<file path="config.mk">
export PLATFORM = sky130hd
export DESIGN_NAME = fmc_cmd
export DESIGN_NICKNAME = d
export VERILOG_FILES = /design/src/fmc_pkg.sv /design/src/fmc_cmd.sv
export SDC_FILE = /design/constraint.sdc
export NUM_CORES = 1
export LEC_CHECK = 0
export BUFFER_PORTS_ARGS = -buffer_cell sky130_fd_sc_hd__buf_2
export CAP_MARGIN = 20
export CORE_UTILIZATION = 61
export DETAILED_ROUTE_END_ITERATION = 7
export GPL_TIMING_DRIVEN = 0
export PLACE_DENSITY = 0.82
export SETUP_SLACK_MARGIN = 0.2
export SYNTH_ARGS = -nofsm -noshare
export SYNTH_HDL_FRONTEND = slang
export SYNTH_SLANG_ARGS = --single-unit
</file>
<file path="constraint.sdc">
create_clock -name clk -period 20.4 [get_ports clk]
set_input_delay 2.04 -clock clk [delete_from_list [all_inputs] [get_ports clk]]
set_output_delay 2.04 -clock clk [all_outputs]
set_load 0.005 [all_outputs]
</file>
<file path="src/fmc_pkg.sv">
// constants and types for the flash mode, power-down and crc command block
package fmc_pkg;
  // command and sequence codes
  localparam logic [7:0] OP_ENTER_4B = 8'hb7;
  localparam logic [7:0] OP_EXIT_4B = 8'he9;
  localparam logic [7:0] OP_PD_ENTER = 8'hb9;
  localparam logic [7:0] OP_PD_RELEASE = 8'hab;
  localparam logic [7:0] OP_QUAD_ENTER = 8'h35;
  localparam logic [7:0] OP_QUAD_EXIT = 8'hf5;
  localparam logic [7:0] OP_ACTIVATE = 8'h9b;
  localparam logic [7:0] OP_CRC_SUB = 8'h27;
  localparam logic [7:0] OPT_WHOLE = 8'hff;
  localparam logic [7:0] OPT_RANGE = 8'hfe;
  localparam logic [7:0] OP_READ_BUF = 8'h96;
  localparam logic [7:0] OP_WR_EN = 8'h06;
  localparam logic [7:0] OP_WR_DIS = 8'h04;
  localparam logic [7:0] OP_RST_EN = 8'h66;
  localparam logic [7:0] OP_RST = 8'h99;
  localparam logic [7:0] OP_CLR_FLAG = 8'h50;
  // sequence lengths in bytes, opcode included
  localparam logic [4:0] WHOLE_SEQ_BYTES = 5'h0b;
  localparam logic [4:0] RANGE_SEQ_BYTES = 5'h13;
  localparam logic [4:0] FIRST_ARG_BYTE = 5'h03;
  localparam logic [3:0] CRC_BYTES = 4'h8;
  // crc-64 generator, x^64 implicit
  localparam logic [63:0] CRC_POLY = 64'h42f0e1eba9ea3693;
  // timing: least times, rounded up to whole 10 ns cycles
  localparam int CLK_PERIOD_NS = 10;
  localparam int T_DP_NS = 3000;
  localparam int T_RDP_NS = 30000;
  localparam int T_RST_NS = 30000;
  localparam int DP_CYC = (T_DP_NS + CLK_PERIOD_NS - 1) / CLK_PERIOD_NS;
  localparam int RDP_CYC = (T_RDP_NS + CLK_PERIOD_NS - 1) / CLK_PERIOD_NS;
  localparam int RST_CYC = (T_RST_NS + CLK_PERIOD_NS - 1) / CLK_PERIOD_NS;
  localparam int DLY_W = 16;
  // register map (byte addresses)
  localparam logic [11:0] REG_STATUS = 12'h000;
  localparam logic [11:0] REG_BUF_LO = 12'h004;
  localparam logic [11:0] REG_BUF_HI = 12'h008;
  localparam int FAIL_BIT = 4;
  localparam logic [31:0] RESET_WORD = 32'h0000_0000;
  // status word, four_byte is bit 0 and crc_fail is bit 4
  typedef struct packed {
    logic pending;
    logic wpl;
    logic crc_fail;
    logic crc_busy;
    logic power_down;
    logic quad;
    logic four_byte;
  } fmc_status_s;
  typedef enum logic [3:0] {
    FS_CMD = 4'b0001, FS_ARGS = 4'b0010, FS_READ = 4'b0100, FS_SINK = 4'b1000
  } fmc_frame_e;
  typedef enum logic [3:0] {
    PS_ACTIVE = 4'b0001, PS_ENTERING = 4'b0010, PS_DOWN = 4'b0100,
    PS_LEAVING = 4'b1000
  } fmc_power_e;
  typedef enum logic [4:0] {
    ES_IDLE = 5'b00001, ES_FETCH = 5'b00010, ES_LOAD = 5'b00100,
    ES_SHIFT = 5'b01000, ES_DONE = 5'b10000
  } fmc_engine_e;
endpackage

</file>
<file path="src/fmc_cmd.sv">
// flash command interpreter: address mode, power-down, quad mode and crc-64
//
// Summary of operation
// - enter code selects four-byte addressing at once, exit code restores three
// - power-down entry takes effect only after the entry delay past select high
// - power-down entry is refused while a write operation or crc runs
// - while powered down no flags are set and write latch is kept
// - powered down, only release, reset-enable, reset and hardware reset act
// - release is void when any clock follows its eight command bits
// - after release, standby comes only after the exit delay
// - hardware or software reset also leaves power-down after recovery time
// - quad entry and exit codes switch protocol right after the command
// - crc uses 64-bit generator 42f0e1eba9ea3693 with implicit top term
// - data fed least significant bit first from an all-zero start
// - result is compared with expected value, mismatch sets flag bit 4
// - readback buffer takes the crc only on a mismatch
// - readback command outputs buffer least significant byte first
// - buffer cleared to zero when every crc operation starts
// - buffer cleared at power-up and on hardware or software reset
// - readback starts at first byte and gives zero bytes past the end
// - crc starts only when select rises right after the last byte
// - range option adds four-byte start and stop addresses, lsb first
`timescale 1ns/1ps
`default_nettype none
module fmc_cmd
  import fmc_pkg::*;
#(
  parameter int ADDR_W = 25,
  parameter int ARRAY_BYTES = 33554432
) (
  input wire logic clk, // 100 MHz system clock
  input wire logic sys_rst, // asynchronous reset, power-up
  input wire logic link_sel_n, // select pin, active low
  input wire logic link_sck, // serial clock pin
  input wire logic [3:0] serial_io_lines_in, // data pins, input side
  output logic [3:0] serial_io_lines_out, // data pins, driven value
  output logic [3:0] serial_io_lines_oe_n, // low while driving
  input wire logic hw_rst_n, // hardware reset pin, active low
  input wire logic write_busy, // array write in progress
  output logic mem_rd_en, // array read strobe
  output logic [ADDR_W-1:0] mem_rd_addr, // array byte address
  input wire logic [7:0] mem_rd_data, // array data, one cycle later
  output fmc_status_s status, // mode and status bits
  input wire logic psel, // apb select
  input wire logic penable, // apb enable
  input wire logic pwrite, // apb direction
  input wire logic [11:0] paddr, // apb byte address
  input wire logic [31:0] pwdata, // apb write data
  output logic [31:0] prdata, // apb read data
  output logic pready, // apb ready
  output logic pslverr // apb error, unmapped address
);
  ////////////////////////////////////////////////////////////////////////////
  fmc_frame_e frame;
  fmc_power_e pwr, pwr_d;
  fmc_engine_e eng;
  logic sel_s1, sel_s2, sel_d, sck_s1, sck_s2, sck_d, hw_s1, hw_s2, hw_d;
  logic [3:0] io_s1, io_s2;
  logic sck_rise, sck_fall, sel_rise, sel_fall, hw_fall;
  logic [7:0] sh, opcode, opt, new_byte, rd_sh;
  logic [2:0] bit_cnt, rd_cnt;
  logic [4:0] byte_cnt, arg_idx;
  logic [127:0] args;
  logic sub_ok, byte_done, exact, cmd_done, single_op, seq_ok, pd_now;
  logic rst_armed, soft_rst, eng_start, four_byte, quad, wpl, crc_fail;
  logic [DLY_W-1:0] dly, lv_need, ph_cyc;
  logic [ADDR_W-1:0] addr, stop;
  logic [63:0] crc, exp_crc, rbuf;
  logic [7:0] dbyte;
  logic [2:0] nbit;
  logic [3:0] rd_idx;
  logic drive, fail_set, fail_clr, apb_wr;
  logic [31:0] rd_mux;

  // byte of the readback buffer, zero past its last location
  function automatic logic [7:0] buf_byte(input logic [63:0] b,
                                          input logic [3:0] idx);
    buf_byte = (idx < CRC_BYTES) ? b[{idx[2:0], 3'b000} +: 8] : 8'h00;
  endfunction

  ////////////////////////////////////////////////////////////////////////////
  // pin synchronisers; the link clock is only sampled, never used as a clock
  always_ff @(posedge clk or posedge sys_rst) begin
    if (sys_rst) begin
      sel_s1 <= 1'b1;
      sel_s2 <= 1'b1;
      sel_d <= 1'b1;
      sck_s1 <= 1'b0;
      sck_s2 <= 1'b0;
      sck_d <= 1'b0;
      io_s1 <= 4'h0;
      io_s2 <= 4'h0;
      hw_s1 <= 1'b1;
      hw_s2 <= 1'b1;
      hw_d <= 1'b1;
    end else begin
      sel_s1 <= link_sel_n;
      sel_s2 <= sel_s1;
      sel_d <= sel_s2;
      sck_s1 <= link_sck;
      sck_s2 <= sck_s1;
      sck_d <= sck_s2;
      io_s1 <= serial_io_lines_in;
      io_s2 <= io_s1;
      hw_s1 <= hw_rst_n;
      hw_s2 <= hw_s1;
      hw_d <= hw_s2;
    end
  end

  // edges, seen on the second stage only
  assign sck_rise = sck_s2 & ~sck_d & ~sel_s2;
  assign sck_fall = ~sck_s2 & sck_d & ~sel_s2;
  assign sel_rise = sel_s2 & ~sel_d;
  assign sel_fall = ~sel_s2 & sel_d;
  assign hw_fall = ~hw_s2 & hw_d;

  ////////////////////////////////////////////////////////////////////////////
  // serial byte assembly, four bits a clock in quad protocol
  assign new_byte = quad ? {sh[3:0], io_s2} : {sh[6:0], io_s2[0]};
  assign byte_done = quad ? bit_cnt[2] : (bit_cnt == 3'h7);
  assign exact = (bit_cnt == 3'h0);
  assign cmd_done = sck_rise & byte_done & (frame == FS_CMD);
  assign single_op = sel_rise & exact & (byte_cnt == 5'h01);
  assign pd_now = (pwr == PS_DOWN) | (pwr == PS_LEAVING);
  assign arg_idx = byte_cnt - FIRST_ARG_BYTE;
  // extra bits after the last byte leave exact low, or whole extra bytes change byte_cnt, and void the frame
  assign seq_ok = (frame == FS_ARGS) & exact & sub_ok &
    (((opt == OPT_WHOLE) & (byte_cnt == WHOLE_SEQ_BYTES)) |
     ((opt == OPT_RANGE) & (byte_cnt == RANGE_SEQ_BYTES)));

  // frame decoder: opcode, sub-command, option and argument bytes
  always_ff @(posedge clk or posedge sys_rst) begin
    if (sys_rst) begin
      frame <= FS_CMD;
      sh <= 8'h00;
      bit_cnt <= 3'h0;
      byte_cnt <= 5'h00;
      opcode <= 8'h00;
      opt <= 8'h00;
      sub_ok <= 1'b0;
      args <= '0;
    end else if (sel_fall) begin
      frame <= FS_CMD;
      bit_cnt <= 3'h0;
      byte_cnt <= 5'h00;
      sub_ok <= 1'b0;
    end else if (sck_rise) begin
      sh <= new_byte;
      bit_cnt <= bit_cnt + (quad ? 3'h4 : 3'h1);
      if (byte_done) begin
        if (byte_cnt != 5'h1f) begin
          byte_cnt <= byte_cnt + 5'h01;
        end
        case (frame)
          FS_CMD: begin
            opcode <= new_byte;
            if (pd_now) begin
              frame <= FS_SINK;
            end else if (new_byte == OP_ACTIVATE) begin
              frame <= FS_ARGS;
            end else if (new_byte == OP_READ_BUF) begin
              frame <= FS_READ;
            end else begin
              frame <= FS_SINK;
            end
          end
          FS_ARGS: begin
            if (byte_cnt == 5'h01) begin
              sub_ok <= (new_byte == OP_CRC_SUB);
            end else if (byte_cnt == 5'h02) begin
              opt <= new_byte;
            end else if (byte_cnt < RANGE_SEQ_BYTES) begin
              args[{arg_idx[3:0], 3'b000} +: 8] <= new_byte;
            end
          end
          default: begin
          end
        endcase
      end
    end
  end

  ////////////////////////////////////////////////////////////////////////////
  // reset-enable must be the frame just before reset
  always_ff @(posedge clk or posedge sys_rst) begin
    if (sys_rst) begin
      rst_armed <= 1'b0;
    end else if (sel_rise && byte_cnt != 5'h00) begin
      rst_armed <= single_op & (opcode == OP_RST_EN);
    end
  end
  assign soft_rst = (single_op & (opcode == OP_RST) & rst_armed) | hw_fall;

  // power state; counters load target-1 so the state lasts the full count
  always_ff @(posedge clk or posedge sys_rst) begin
    if (sys_rst) begin
      pwr <= PS_ACTIVE; // power loss ends in standby at power-up
      dly <= '0;
      lv_need <= '0;
    end else if (soft_rst) begin
      if (pd_now) begin
        pwr <= PS_LEAVING;
        dly <= DLY_W'(RST_CYC - 1);
        lv_need <= DLY_W'(RST_CYC);
      end else begin
        pwr <= PS_ACTIVE;
      end
    end else begin
      case (pwr)
        PS_ACTIVE: begin
          // a write or crc in flight is left alone
          if (single_op && opcode == OP_PD_ENTER &&
              !write_busy && eng == ES_IDLE) begin
            pwr <= PS_ENTERING;
            dly <= DLY_W'(DP_CYC - 1);
          end
        end
        PS_ENTERING: begin
          if (dly == '0) begin
            pwr <= PS_DOWN;
          end else begin
            dly <= dly - 1'b1;
          end
        end
        PS_DOWN: begin
          if (single_op && opcode == OP_PD_RELEASE) begin
            pwr <= PS_LEAVING;
            dly <= DLY_W'(RDP_CYC - 1);
            lv_need <= DLY_W'(RDP_CYC);
          end
        end
        PS_LEAVING: begin
          if (dly == '0) begin
            pwr <= PS_ACTIVE;
          end else begin
            dly <= dly - 1'b1;
          end
        end
        default: pwr <= PS_ACTIVE;
      endcase
    end
  end

  ////////////////////////////////////////////////////////////////////////////
  // mode latches change on the last command bit, not at select high
  always_ff @(posedge clk or posedge sys_rst) begin
    if (sys_rst) begin
      four_byte <= 1'b0;
      quad <= 1'b0;
      wpl <= 1'b0;
    end else if (soft_rst) begin
      four_byte <= 1'b0;
      quad <= 1'b0;
      wpl <= 1'b0;
    end else if (cmd_done && !pd_now) begin
      case (new_byte)
        OP_ENTER_4B: four_byte <= 1'b1;
        OP_EXIT_4B: four_byte <= 1'b0;
        OP_QUAD_ENTER: quad <= 1'b1;
        OP_QUAD_EXIT: quad <= 1'b0;
        OP_WR_EN: wpl <= 1'b1;
        OP_WR_DIS: wpl <= 1'b0;
        default: begin
        end
      endcase
    end
  end

  // failure flag; a mismatch in the clearing cycle still sets it
  assign fail_set = (eng == ES_DONE) & (crc != exp_crc);
  assign fail_clr = soft_rst | (apb_wr & paddr == REG_STATUS &
    pwdata[FAIL_BIT]) | (cmd_done & !pd_now & new_byte == OP_CLR_FLAG);
  always_ff @(posedge clk or posedge sys_rst) begin
    if (sys_rst) begin
      crc_fail <= 1'b0;
    end else begin
      crc_fail <= fail_set | (crc_fail & ~fail_clr);
    end
  end

  ////////////////////////////////////////////////////////////////////////////
  // crc engine: one array byte fetched, then eight shift cycles
  assign eng_start = sel_rise & seq_ok & (eng == ES_IDLE);
  always_ff @(posedge clk or posedge sys_rst) begin
    if (sys_rst) begin
      eng <= ES_IDLE;
      addr <= '0;
      stop <= '0;
      crc <= 64'h0;
      exp_crc <= 64'h0;
      rbuf <= 64'h0;
      dbyte <= 8'h00;
      nbit <= 3'h0;
    end else if (soft_rst) begin
      eng <= ES_IDLE;
      rbuf <= 64'h0;
    end else begin
      case (eng)
        ES_IDLE: begin
          if (eng_start) begin
            eng <= ES_FETCH;
            crc <= 64'h0;
            rbuf <= 64'h0;
            exp_crc <= args[63:0];
            if (opt == OPT_RANGE) begin
              addr <= args[64 +: ADDR_W];
              stop <= args[96 +: ADDR_W];
            end else begin
              addr <= '0;
              stop <= ADDR_W'(ARRAY_BYTES - 1);
            end
          end
        end
        ES_FETCH: eng <= ES_LOAD;
        ES_LOAD: begin
          dbyte <= mem_rd_data;
          nbit <= 3'h0;
          eng <= ES_SHIFT;
        end
        ES_SHIFT: begin
          // lsb of the byte goes in first, msb of the register falls out
          crc <= {crc[62:0], 1'b0} ^
            ((crc[63] ^ dbyte[0]) ? CRC_POLY : 64'h0);
          dbyte <= {1'b0, dbyte[7:1]};
          nbit <= nbit + 3'h1;
          if (nbit == 3'h7) begin
            // a start above the stop address checks one byte only
            if (addr >= stop) begin
              eng <= ES_DONE;
            end else begin
              addr <= addr + 1'b1;
              eng <= ES_FETCH;
            end
          end
        end
        ES_DONE: begin
          if (crc != exp_crc) begin
            rbuf <= crc;
          end
          eng <= ES_IDLE;
        end
        default: eng <= ES_IDLE;
      endcase
    end
  end
  assign mem_rd_en = (eng == ES_FETCH);
  assign mem_rd_addr = addr;

  ////////////////////////////////////////////////////////////////////////////
  // readback output, shifted on falling link clock edges, byte msb first
  always_ff @(posedge clk or posedge sys_rst) begin
    if (sys_rst) begin
      rd_sh <= 8'h00;
      rd_idx <= 4'h0;
      rd_cnt <= 3'h0;
      drive <= 1'b0;
      serial_io_lines_out <= 4'h0;
    end else if (sel_s2) begin
      drive <= 1'b0;
    end else if (cmd_done && !pd_now && new_byte == OP_READ_BUF) begin
      rd_sh <= buf_byte(rbuf, 4'h0);
      rd_idx <= 4'h1;
      rd_cnt <= 3'h0;
    end else if (sck_fall && frame == FS_READ) begin
      drive <= 1'b1;
      serial_io_lines_out <= quad ? rd_sh[7:4] : {2'b00, rd_sh[7], 1'b0};
      if (quad ? (rd_cnt == 3'h1) : (rd_cnt == 3'h7)) begin
        rd_sh <= buf_byte(rbuf, rd_idx);
        rd_cnt <= 3'h0;
        if (rd_idx != CRC_BYTES) begin
          rd_idx <= rd_idx + 4'h1;
        end
      end else begin
        rd_sh <= quad ? {rd_sh[3:0], 4'h0} : {rd_sh[6:0], 1'b0};
        rd_cnt <= rd_cnt + 3'h1;
      end
    end
  end
  // single protocol drives only line 1
  assign serial_io_lines_oe_n = !drive ? 4'hf : (quad ? 4'h0 : 4'hd);

  ////////////////////////////////////////////////////////////////////////////
  // apb slave: zero wait states, read data captured in the setup cycle
  assign status = '{pending: (pwr == PS_ENTERING) | (pwr == PS_LEAVING),
                    wpl: wpl, crc_fail: crc_fail, crc_busy: eng != ES_IDLE,
                    power_down: pwr == PS_DOWN, quad: quad,
                    four_byte: four_byte};
  assign pready = 1'b1;
  assign apb_wr = psel & penable & pwrite;
  always_comb begin
    case (paddr)
      REG_STATUS: rd_mux = {25'h0, status};
      REG_BUF_LO: rd_mux = rbuf[31:0];
      REG_BUF_HI: rd_mux = rbuf[63:32];
      default: rd_mux = RESET_WORD;
    endcase
  end
  always_ff @(posedge clk or posedge sys_rst) begin
    if (sys_rst) begin
      prdata <= RESET_WORD;
      pslverr <= 1'b0;
    end else if (psel && !penable) begin
      prdata <= pwrite ? RESET_WORD : rd_mux;
      pslverr <= (paddr != REG_STATUS) && (paddr != REG_BUF_LO) &&
        (paddr != REG_BUF_HI);
    end
  end

  ////////////////////////////////////////////////////////////////////////////
  // helper: cycles spent in the current power state, saturating
  // pwr_d is a plain register so the count needs no sampled-value call
  always_ff @(posedge clk or posedge sys_rst) begin
    if (sys_rst) begin
      pwr_d <= PS_ACTIVE;
      ph_cyc <= '0;
    end else begin
      pwr_d <= pwr;
      if (pwr != pwr_d) begin
        ph_cyc <= DLY_W'(1);
      end else if (ph_cyc != '1) begin
        ph_cyc <= ph_cyc + 1'b1;
      end
    end
  end
endmodule // fmc_cmd
`default_nettype wire

</file>
Word level (Yosys, flattened, before mapping)
Index checks and enable logic that the tools add are counted.
{"block": "totals", "input_bits": 65, "ff_bits": 517, "elab_cells": 306, "output_inout_bits": 75}
{"block": "classes", "add_sub_neg": 9, "reduce_logical": 60, "order_cmp": 3, "shift": 3, "bitwise_logic": 49, "muxes": 84, "eq_ne": 57}
{"op": "64-bit case mux with 2 select lines", "n": 2}
{"op": "64-bit 2-to-1 mux", "n": 3}
{"op": "128-bit bitwise mux", "n": 1}
{"op": "8-bit by 9-bit variable shift with 128-bit output (first input constant)", "n": 1}
{"op": "8-bit by 9-bit indexed part select with 128-bit output", "n": 1}
{"op": "25-bit 2-to-1 mux", "n": 5}
{"op": "32-bit case mux with 3 select lines", "n": 1}
{"op": "8-bit == test (second input constant)", "n": 10}
{"op": "16-bit 2-to-1 mux", "n": 5}
{"op": "4-bit 2-to-1 mux", "n": 20}
{"op": "64-bit != test", "n": 1}
{"op": "64-bit by 7-bit indexed part select with 8-bit output", "n": 1}
{"op": "64-bit by 63-bit bitwise XOR with 64-bit output", "n": 1}
{"op": "63-bit 2-to-1 mux", "n": 1}
{"op": "25-bit case mux with 2 select lines", "n": 1}
{"op": "8-bit 2-to-1 mux", "n": 6}
{"op": "16-bit case mux with 3 select lines", "n": 1}
{"op": "5-bit 2-to-1 mux", "n": 8}
{"op": "32-bit 2-to-1 mux", "n": 1}
{"op": "1-bit bitwise AND", "n": 29}
{"op": "2-bit nonzero test", "n": 13}
{"op": "25-bit by 1-bit adder with 25-bit output (second input constant)", "n": 1}
{"op": "25-bit greater-or-equal comparator", "n": 1}
{"op": "5-bit case mux with 4 select lines", "n": 1}
{"op": "other kinds (59)", "n": 150}

Depth between registers and ports, before layout
Gate-level depths: netlist of run 1.
{"block": "depth", "ltp_word": 12, "depth_mapped": 12}

Least setup slack after synthesis of run 1
Ideal clock, no wire load.
{"block": "synth_timing", "kind": "reg2out", "start": "register quad", "end": "output serial_io_lines_oe_n[2]", "path_buffers": 4, "t_arrival_ns": 1.804, "slack_ns": 16.556, "t_required_ns": 18.360, "path_stages_with_launch": 6, "path_cell_list": "dfrtp_1 buf_1 clkbuf_1 clkbuf_1 nand2_1 buf_4"}
{"block": "synth_via", "elab_chain_len": 2}
{"element": "start: declaration", "line": "fmc_cmd.sv:65", "source": "logic rst_armed, soft_rst, eng_start, four_byte, quad, wpl, crc_fail;"}
{"element": "start signal: assignment", "line": "fmc_cmd.sv:250", "source": "quad <= 1'b0;"}
{"element": "start signal: assignment", "line": "fmc_cmd.sv:254", "source": "quad <= 1'b0;"}
{"element": "start signal: assignment", "line": "fmc_cmd.sv:260", "source": "OP_QUAD_ENTER: quad <= 1'b1;"}
{"element": "4-bit 2-to-1 mux (2 in a row)", "line": "fmc_cmd.sv:381", "source": "assign serial_io_lines_oe_n = !drive ? 4'hf : (quad ? 4'h0 : 4'hd);"}
{"element": "end: declaration", "line": "fmc_cmd.sv:37", "source": "output logic [3:0] serial_io_lines_oe_n,"}
No other way between the ends.

Worst setup path after layout of run 1
Same ends and word-level chain as after synthesis.

==> run metrics, run 1 <==
register clock-pin slew on the reported worst setup and hold paths=0.06 ns; R2R Path Start=byte_cnt[1]$_DFFE_PP0P_; drt drc=0; Max-Cap Viols=0; Net Sw Power=477.0 uW; Root Driver=clkbuf_16; syn avg cell area=10.35 um2; Hold Crit Class=reg -> reg; PwrDens=75.07 nW/um2; post-route cell area=27410 um2; Pre-antenna DRT Iters=5; Final nets=2628; CP top delay family=buffers and inverters; Placer Congestion=0.9678; Seq cells post-synth=503; Startpoint Class=flip-flop; IR drop worst, VDD=0.00007908 V; area grow syn2layout=12.19%; cell row count=72; Via Count=19.31k; total track usage=33.77%; antenna viol nets, final=0; routed length per instance=22.03 um; post-cts resize count=0; max-slew violations=0; CTS H-tree depth=2; total grt overflow=0; worst setup path start=quad$_DFFE_PP0P_; Fin Clk Skew=0.01706 ns; Crit. End Element=primary output; initial core utilization=62.49%; Buffers on Ports=106; initial antenna violation count=1; Crit-path slowest cell=clkbuf_1; fmax=188.9 MHz; overall routed net length=67930 um; Setup WS pre-CTS=15.74 ns; layout cells sized above 1=17.12%; switching portion of total power=23.18%; CTS tree=yes; Synthesized Nets=2465; prevailing post-synth register cell=dfrtp_1; min-delay src=io_s1[2]$_DFF_PP0_; most frequent cells in the layout=dfrtp_1, nand2_1, nor2_1; Logic pwr share=4.6%; Final Critical Period=5.295 ns; commonest non-fill, non-tap cell in the layout=dfrtp_1; Crit Path Class=reg -> out; core area=39100 um2; EDFF count, synth=0; initial DRC count=1914; Hold-fix buffers, CTS=0; Critical Path Most Common Cell=clkbuf_1; Slowest Stage Delay on Critical Path=0.61 ns; FILL cells=2904; Horiz. Die Dim=202.1 um; worst-path maximum fanout=10; CP required=18.36 ns; total power=2.058 mW; Final Hold Viols=0; final setup margin=15.11 ns; CTS sink count=503; TritonCTS Buffers=51; status=finished clean; CP arrival=3.25 ns; period utilization=25.95%; Synth cell types=86; Pleak=12.88 nW; slew of the pin with the lowest slew margin=0.9960 ns; drt via density=6.262; IO Count=140; Int Pwr=1.581 mW; Rel. slew slack=32.99%; Post-Syn Area=24430 um2; global-route wire length before repair=106700 um; post-CTS setup buffers=0; Die Span Y=202.1 um; Flop pwr share=49.1%; worst-skew pair later-pin latency=0.60 ns; Clock Power Share=46.3%; Die Footprint=40860 um2; Min Hold Slack=0.3530 ns; CP bufs+invs=5; DP Area=25710 um2; RSZ-0062 raised after global routing=false; largest net degree at the start of global routing=140; Max Buffers Root-to-Sink=3; register area share after synthesis=51.56%; Cells after Synth=2361; Post-DP HPWL=49080 um; setup TNS=0 ns; Setup Viol. Count Final=0; ys async rst share=100.0%; CP Cell Sequence=buf_1 > clkbuf_1 > clkbuf_1 > nand2_1 > buf_4 > buf_2; vias in the first global route=18.84k; yosys warns=0
metal layers:
| layer | GRT usage, % | wire length [um] |
|---|---|---|
| met1 | 46.19 | 27760 |
| met2 | 52.69 | 31080 |
| met3 | 5.095 | 5527 |
| met4 | 17.48 | 3558 |
| met5 | 0 | 0 |
area by class of cell:
class	instances	area, um2	area share [%]
repair buffers	110	618.1	2.255
diodes	1	2.502	0.009129
clock buffers	78	1538	5.610
inverters	121	462.9	1.689
flip-flops and latches	503	12600	45.96
well taps	518	648.1	2.364
multi-input cells	1582	10720	39.10
plain buffers	155	663.1	2.419
clock inverters	15	163.9	0.5980
power groups by stage:
stage | combinational [mW] | clock (mW) | sequential [mW]
2_1_floorplan | 0.0539 | 0 | 1.03
3_3_place_gp | 0.0887 | 0 | 1.03
4_1_cts | 0.0933 | 0.960 | 1.01
3_5_place_dp | 0.0928 | 0 | 1.03
5_1_grt | 0.102 | 0.999 | 1.01
6_report | 0.0940 | 0.953 | 1.01
cell families after synthesis:
group                    share of synthesized area [%]
buffers and inverters                            4.578
other                                          0.01535
XOR/XNOR                                         4.266
multiplexers                                     12.41
adder cells (fa/ha/maj)                          1.997
AO/OA/AOI/OAI                                    11.74
AND/OR/NAND/NOR                                  13.43
flip-flops                                       51.56
worst paths after layout:
check                      depth (start not counted)  slack (ns)                 endpoint
hold reg to reg                                    0        0.35       io_s2[2]$_DFF_PP0_
max in group asynchronous                          4       17.04  exp_crc[15]$_DFFE_PP0P_
hold / removal                                     0        0.35       io_s2[2]$_DFF_PP0_
setup / recovery                                   6       15.11  serial_io_lines_oe_n[2]
setup reg to reg                                  11       16.56      crc[13]$_DFFE_PP0P_
min in group asynchronous                          2        1.55       dly[6]$_DFFE_PP0P_
per-stage QoR:
step | cells | util [%]
after floorplan | 2361 | -
after global placement | 2985 | 65.51
after detailed placement | 2989 | 65.75
after CTS | 3082 | 70.10
after global routing | 3082 | 70.10
final | 3083 | 70.11
cell usage after synthesis (5+ instances only):
cell type    n  area, um2
o31ai_1     48      360.4
a21o_1       7      52.55
and2_1       6      37.54
buf_4        9      67.56
a2bb2oi_1    5      43.79
o22ai_1      6      37.54
o211ai_1    15      112.6
xnor2_1     42      367.9
buf_2       29      145.1
xor2_1      77      674.4
a211oi_1    10      75.07
mux2_2     156       1757
nor2b_1      9      56.30
nor3_1      30      150.1
o221ai_1     7      61.31
nand4_1     25      156.4
o21ai_0    112      560.5
buf_1       11      41.29
nand2_1    291       1092
inv_1      119      446.7
nor4_1      35      219.0
a31oi_1     36      225.2
mux4_2      16      360.4
dfstp_2      9      236.5
or3_1        8      50.05
a41oi_1     14      122.6
a21oi_1    118      590.6
dfrtp_1    494      12360
nand2b_1     8      50.05
nor2_1     194      728.2
and3_1      22      137.6
nand3b_1     6      45.04
mux2i_1     88      880.8
nor3b_1      6      45.04
a22oi_1     28      210.2
clkbuf_1   102      382.9
nand3_1     40      200.2
ha_1        39      488.0
registers in the layout, summed over array words and instances (netlist names), 4 cells and up:
signal               count
args                   114
crc                     64
exp_crc                 64
rbuf                    64
prdata                  32
mem_rd_addr             25
stop                    25
dly                     16
dbyte                    8
opcode                   8
opt                      8
rd_sh                    8
sh                       7
byte_cnt                 5
eng                      5
frame                    4
io_s1                    4
io_s2                    4
pwr                      4
rd_idx                   4
serial_io_lines_out      4
Note: power is estimated with default switching activity, not from simulation.
==> run 2: changes to the inputs <==
clock period = 5.5 ns   (was 20.4 ns; I/O delays follow)
==> run 2 against run 1 <==
  * Non-clock buffer count rose by 11
  * Sequential share of layout area fell by 0.36 points
  * Largest cell class unchanged
  * Highest routed layer unchanged
  * Worst setup slack got worse by 14 ns
  * The run now ends with DRC left
  * Critical path type is now reg -> reg
==> run metrics, run 2 (synthesis gave the netlist of run 1 again) <==
TritonCTS Buffers=51 (unchanged); Buffers on Ports=106 (unchanged); Pleak=12.98 nW (+0.79%); max-slew violations=0 (unchanged); setup TNS=0 ns (unchanged); Crit. End Element=flip-flop; Pre-antenna DRT Iters=8 (+3); register clock-pin slew on the reported worst setup and hold paths=0.06 ns (about the same); CP required=5.94 ns (-12.42 ns); Setup Viol. Count Final=0 (unchanged); Crit Path Class=reg -> reg; global-route wire length before repair=109200 um (+2.4%); largest net degree at the start of global routing=46 (-67%); RSZ-0062 raised after global routing=false; max FFs per register=114 (unchanged); Rel. slew slack=36.76% (+3.8 points); Min Hold Slack=0.05370 ns (-0.2993 ns); period utilization=71.22%; worst-path maximum fanout=10 (unchanged); post-route cell area=27630 um2 (+0.80%); area grow syn2layout=13.08%; failing checks=DRC; Hold Crit Class=in -> reg; total track usage=34.41% (+0.65 points); # diodes=0 (-1); Fin Clk Skew=0.02278 ns (+0.005717 ns); total grt overflow=0 (unchanged); slew of the pin with the lowest slew margin=0.9413 ns (-0.05469 ns); Startpoint Class=flip-flop; CTS sink count=503 (unchanged); drt drc=1 (+1); core area=39100 um2 (unchanged); Hold-fix buffers, CTS=1 (+1); Root Driver=clkbuf_16; CTS H-tree depth=2 (unchanged); Final nets=2639 (+0.42%); initial core utilization=62.49% (unchanged); post-CTS setup buffers=0 (unchanged); IR drop worst, VDD=0.0002122 V (+170%); Max-Cap Viols=0 (unchanged); Die Footprint=40860 um2 (unchanged); Placer Congestion=0.9629 (-0.51%); status=finished, violations left; post-layout util=70.67% (+0.56 points); worst-skew pair later-pin latency=0.60 ns (about the same); CTS tree=yes; initial DRC count=2091 (+9.2%); vias in the first global route=19.33k (+2.6%); fin cells=3095 (+0.39%); dpl cells=2999 (+0.33%); Final Hold Viols=0 (unchanged); CP arrival=4.36 ns (+1.11 ns); antenna viol nets, final=0 (unchanged); Horiz. Die Dim=202.1 um (unchanged); Post-DP HPWL=49980 um (+1.8%); post-cts resize count=0 (unchanged); IO Count=140 (unchanged); most frequent cells in the layout=dfrtp_1, nand2_1, nor2_1; drt via density=6.291 (+0.47%); Die Span Y=202.1 um (unchanged); routed length per instance=22.09 um (+0.28%); fmax=255.3 MHz; PwrDens=280.4 nW/um2 (+270%); Max Buffers Root-to-Sink=3 (unchanged); Biggest register=args; layout cells sized above 1=17.50% (+0.38 points); DP Area=25880 um2 (+0.69%); initial antenna violation count=0 (-1); cell row count=72 (unchanged); overall routed net length=68380 um (+0.67%); Final Critical Period=3.917 ns; Via Count=19.47k (+0.86%); commonest non-fill, non-tap cell in the layout=dfrtp_1
## run 2: worst paths after layout
check	start	end	slack [ns]	cells past startpoint
max	byte_cnt[1]$_DFFE_PP0P_	stop[9]$_DFFE_PP0P_	1.58	11
max in group asynchronous	sys_rst	args[109]$_DFFE_PP0P_	3.52	8
max reg2reg	byte_cnt[1]$_DFFE_PP0P_	stop[9]$_DFFE_PP0P_	1.58	11
min reg2reg	sck_s1$_DFF_PP0_	sck_s2$_DFF_PP0_	0.35	0
min in group asynchronous	sys_rst	dly[6]$_DFFE_PP0P_	0.40	3
min	link_sel_n	sel_s1$_DFF_PP1_	0.05	1
## run 2: per-stage QoR
stage / setup slack [ns] / total power [mW]
5_1_grt: 1.381 / 7.956
6_report: 1.583 / 7.746
3_5_place_dp: 1.697 / 4.175
3_3_place_gp: -4.344 / 4.152
4_1_cts: 1.680 / 7.768
2_1_floorplan: -1.869 / 4.013
## run 2: cell type report
class | count | area (um2)
sequential | 503 | 12600
fill | 2765 | 11470
multi-input combinational | 1582 | 10720
clock buffer | 69 | 1414
timing repair buffer | 121 | 808.3
buffer | 155 | 663.1
tap | 518 | 648.1
inverter | 121 | 459.2
clock inverter | 26 | 322.8
## run 2: layer usage
| metal | up-vias | track usage (%) | wire length, um |
|---|---|---|---|
| met5 | - | 0 | 0 |
| met4 | 0 | 17.86 | 3624 |
| met1 | 9646 | 47.18 | 27680 |
| li1 | 8634 | - | - |
| met3 | 201 | 4.757 | 5269 |
| met2 | 991 | 53.92 | 31810 |
## run 2: where the power goes
group	leakage, nW	switching (mW)	total, mW	internal (mW)
clock network	0.864	1.50	3.63	2.14
registers	6.86	0.0235	3.75	3.72
logic	5.26	0.278	0.367	0.0888
## run 2: worst max-delay path, stage by stage (launching register included)
cell and delay (ns):
dfrtp_1 0.49, inv_1 0.17, ha_1 0.39, nor4b_1 0.58
nand4_1 0.31, o41ai_4 0.57, buf_4 0.29, nor2_1 0.16
buf_2 0.24, buf_1 0.32, nor2_1 0.19, a21oi_1 0.06
==> run 3: changes to the inputs <==
clock period = 3.9 ns   (was 5.5 ns; I/O delays follow)
==> run 3 against run 2 <==
  * Hold slack worse by 0.024 ns
  * Sequential power rose by 41%
  * Die area unchanged
  * Non-clock buffer count rose by 7
  * Combinational power rose by 43%
  * The run now ends clean
  * Via count is essentially flat
  * Power rose by 41%
  * First-iteration DRC count grew 0.96%
  * Largest power group unchanged
  * Count of clock-buffer cells in the layout stayed put
  * Sequential share of layout area decreased by 0.15 points
  * Critical path depth stayed put
  * Clock skew is 0.00096 ns higher
  * Highest routed layer unchanged
==> run metrics, run 3 (synthesis gave the netlist of run 1 again) <==
status=finished clean; DP Area=25880 um2 (unchanged); Final Hold Viols=0 (unchanged); Fin Clk Skew=0.02374 ns (+0.0009574 ns); Slowest Stage Delay on Critical Path=0.59 ns (about the same); PwrDens=394.3 nW/um2 (+41%); CP bufs+invs=4 (unchanged); Placer Congestion=0.9629 (unchanged); area grow syn2layout=13.45%; CP top delay family=buffers and inverters; Setup WS pre-CTS=0.09672 ns (-1.600 ns); CP arrival=4.03 ns (-0.33 ns); total track usage=34.43% (about the same); total grt overflow=0 (unchanged); worst-skew pair later-pin latency=0.60 ns (about the same); fmax=283.5 MHz (+11%); post-route cell area=27720 um2 (+0.32%); Flop pwr share=48.4% (about the same); TritonCTS Buffers=51 (unchanged); Logic pwr share=4.8% (about the same); CTS tree=yes; Int Pwr=8.395 mW (+41%); Rel. slew slack=35.53% (-1.2 points); global-route wire length before repair=109300 um (about the same); met2 WL post-DR=31820 um (about the same); Max-Cap Viols=0 (unchanged); Crit. End Element=flip-flop; wl on met1=27790 um (+0.42%); Clock Power Share=46.8% (about the same); total power=10.93 mW (+41%); Via Count=19.48k (+0.051%); switching portion of total power=23.18% (about the same); core area=39100 um2 (unchanged); layout cells sized above 1=17.57% (+0.069 points); met3 WL post-DR=5230 um (-0.74%); max FFs per register=114 (unchanged); most frequent cells in the layout=dfrtp_1, nand2_1, nor2_1; # diodes=0 (unchanged); Hold Crit Class=in -> reg; WHS Path Cells=3 (+2); Die Span Y=202.1 um (unchanged); largest net degree at the start of global routing=46 (unchanged); CTS H-tree depth=2 (unchanged); Crit Path Class=reg -> reg; CP required=4.40 ns (-1.54 ns); Setup Viol. Count Final=0 (unchanged); IO Count=140 (unchanged); Max Buffers Root-to-Sink=3 (unchanged); overall routed net length=68590 um (+0.30%); CP Depth=11 (unchanged); commonest non-fill, non-tap cell in the layout=dfrtp_1; Post-DP HPWL=49980 um (unchanged); post-layout util=70.90% (+0.23 points); register clock-pin slew on the reported worst setup and hold paths=0.06 ns (about the same); antenna viol nets, final=0 (unchanged); Horiz. Die Dim=202.1 um (unchanged); drt via density=6.280 (-0.17%); RSZ-0062 raised after global routing=false; Crit-path slowest cell=o41a_1; Final nets=2646 (+0.27%); post-CTS setup buffers=0 (unchanged); Net Sw Power=2.534 mW (+41%); Pre-antenna DRT Iters=6 (-2); Critical Path Most Common Cell=buf_2; Final Critical Period=3.527 ns (-0.3894 ns); Root Driver=clkbuf_16; initial core utilization=62.49% (unchanged); slew of the pin with the lowest slew margin=0.9583 ns (+0.01696 ns); DR top layer=met4; vias in the first global route=19.35k (+0.093%); Biggest register=args; Min Hold Slack=0.03020 ns (-0.02350 ns); Startpoint Class=flip-flop; Die Footprint=40860 um2 (unchanged); final setup margin=0.3726 ns (-1.211 ns); drt drc=0 (-1); worst-path maximum fanout=10 (unchanged); IR drop worst, VDD=0.0002993 V (+41%); CTS sink count=503 (unchanged); cell row count=72 (unchanged); R2R cell count=11 (unchanged); CP Cell Sequence=inv_1 > ha_2 > nor4b_4 > nand4_1 > o41a_1 > o221ai_1 > buf_2 > buf_2 > buf_2 > nand2_1 > o31ai_1; Buffers on Ports=106 (unchanged); initial antenna violation count=0 (unchanged); Pleak=13.01 nW (+0.27%); max-slew violations=0 (unchanged); initial DRC count=2111 (+0.96%); period utilization=90.45% (+19 points); routed length per instance=22.11 um (about the same)
==> run 3: path summary, 6_finish.rpt <==
path | startpoint | endpoint | slack (ns)
worst max-delay path | byte_cnt[1]$_DFFE_PP0P_ | crc[12]$_DFFE_PP0P_ | 0.37
worst min-delay path | mem_rd_data[7] | dbyte[7]$_DFFE_PP0P_ | 0.03
worst max register to register | byte_cnt[1]$_DFFE_PP0P_ | crc[12]$_DFFE_PP0P_ | 0.37
worst min register to register | sck_s1$_DFF_PP0_ | sck_s2$_DFF_PP0_ | 0.35
max in group asynchronous | sys_rst | args[109]$_DFFE_PP0P_ | 2.07
min in group asynchronous | sys_rst | dly[6]$_DFFE_PP0P_ | 0.24
==> run 3: per-stage QoR <==
step | cells | setup TNS [ns]
2_1_floorplan | 2361 | -1647.34
3_3_place_gp | 2985 | -2852.59
3_5_place_dp | 2999 | 0
4_1_cts | 3102 | 0
5_1_grt | 3102 | 0
6_report | 3102 | 0
==> run 3: worst reg2reg max path: stages, from the launching register on <==
cell and delay (ns):
dfrtp_1 0.50, inv_1 0.18, ha_2 0.32, nor4b_4 0.30, nand4_1 0.25, o41a_1 0.59, o221ai_1 0.24, buf_2 0.30
buf_2 0.27, buf_2 0.30, nand2_1 0.10, o31ai_1 0.07
==> run 3: cell type report <==
| cell class | instances | area [um2] |
|---|---|---|
| clock buffers | 69 | 1414 |
| flip-flops and latches | 503 | 12600 |
| plain buffers | 155 | 664.4 |
| multi-input cells | 1582 | 10730 |
| inverters | 121 | 459.2 |
| clock inverters | 26 | 322.8 |
| repair buffers | 128 | 878.3 |
| well taps | 518 | 648.1 |
| fillers | 2756 | 11380 |
==> run 3: power groups by stage <==
stage	clock network (mW)	registers, mW	logic (mW)
floorplan	0	5.38	0.283
global placement	0	5.39	0.467
detailed placement	0	5.38	0.506
CTS	5.16	5.29	0.516
global route	5.37	5.29	0.565
finish	5.12	5.29	0.525
==> run 3: routing by layer <==
layer / vias up / track usage [%]
met5: - / 0
met4: 0 / 17.86
met3: 212 / 4.757
met2: 1032 / 53.94
met1: 9621 / 47.22
li1: 8617 / -
==> run 3: timing repair <==
| item | in CTS | in global routing |
|---|---|---|
| hold buffers | 8 | 0 |
| endpoints found under the setup margin | 66 | 69 |
| endpoints found under the hold margin | 42 | 0 |
| pin swaps | 0 | 1 |
| resized for setup | 1 | 4 |
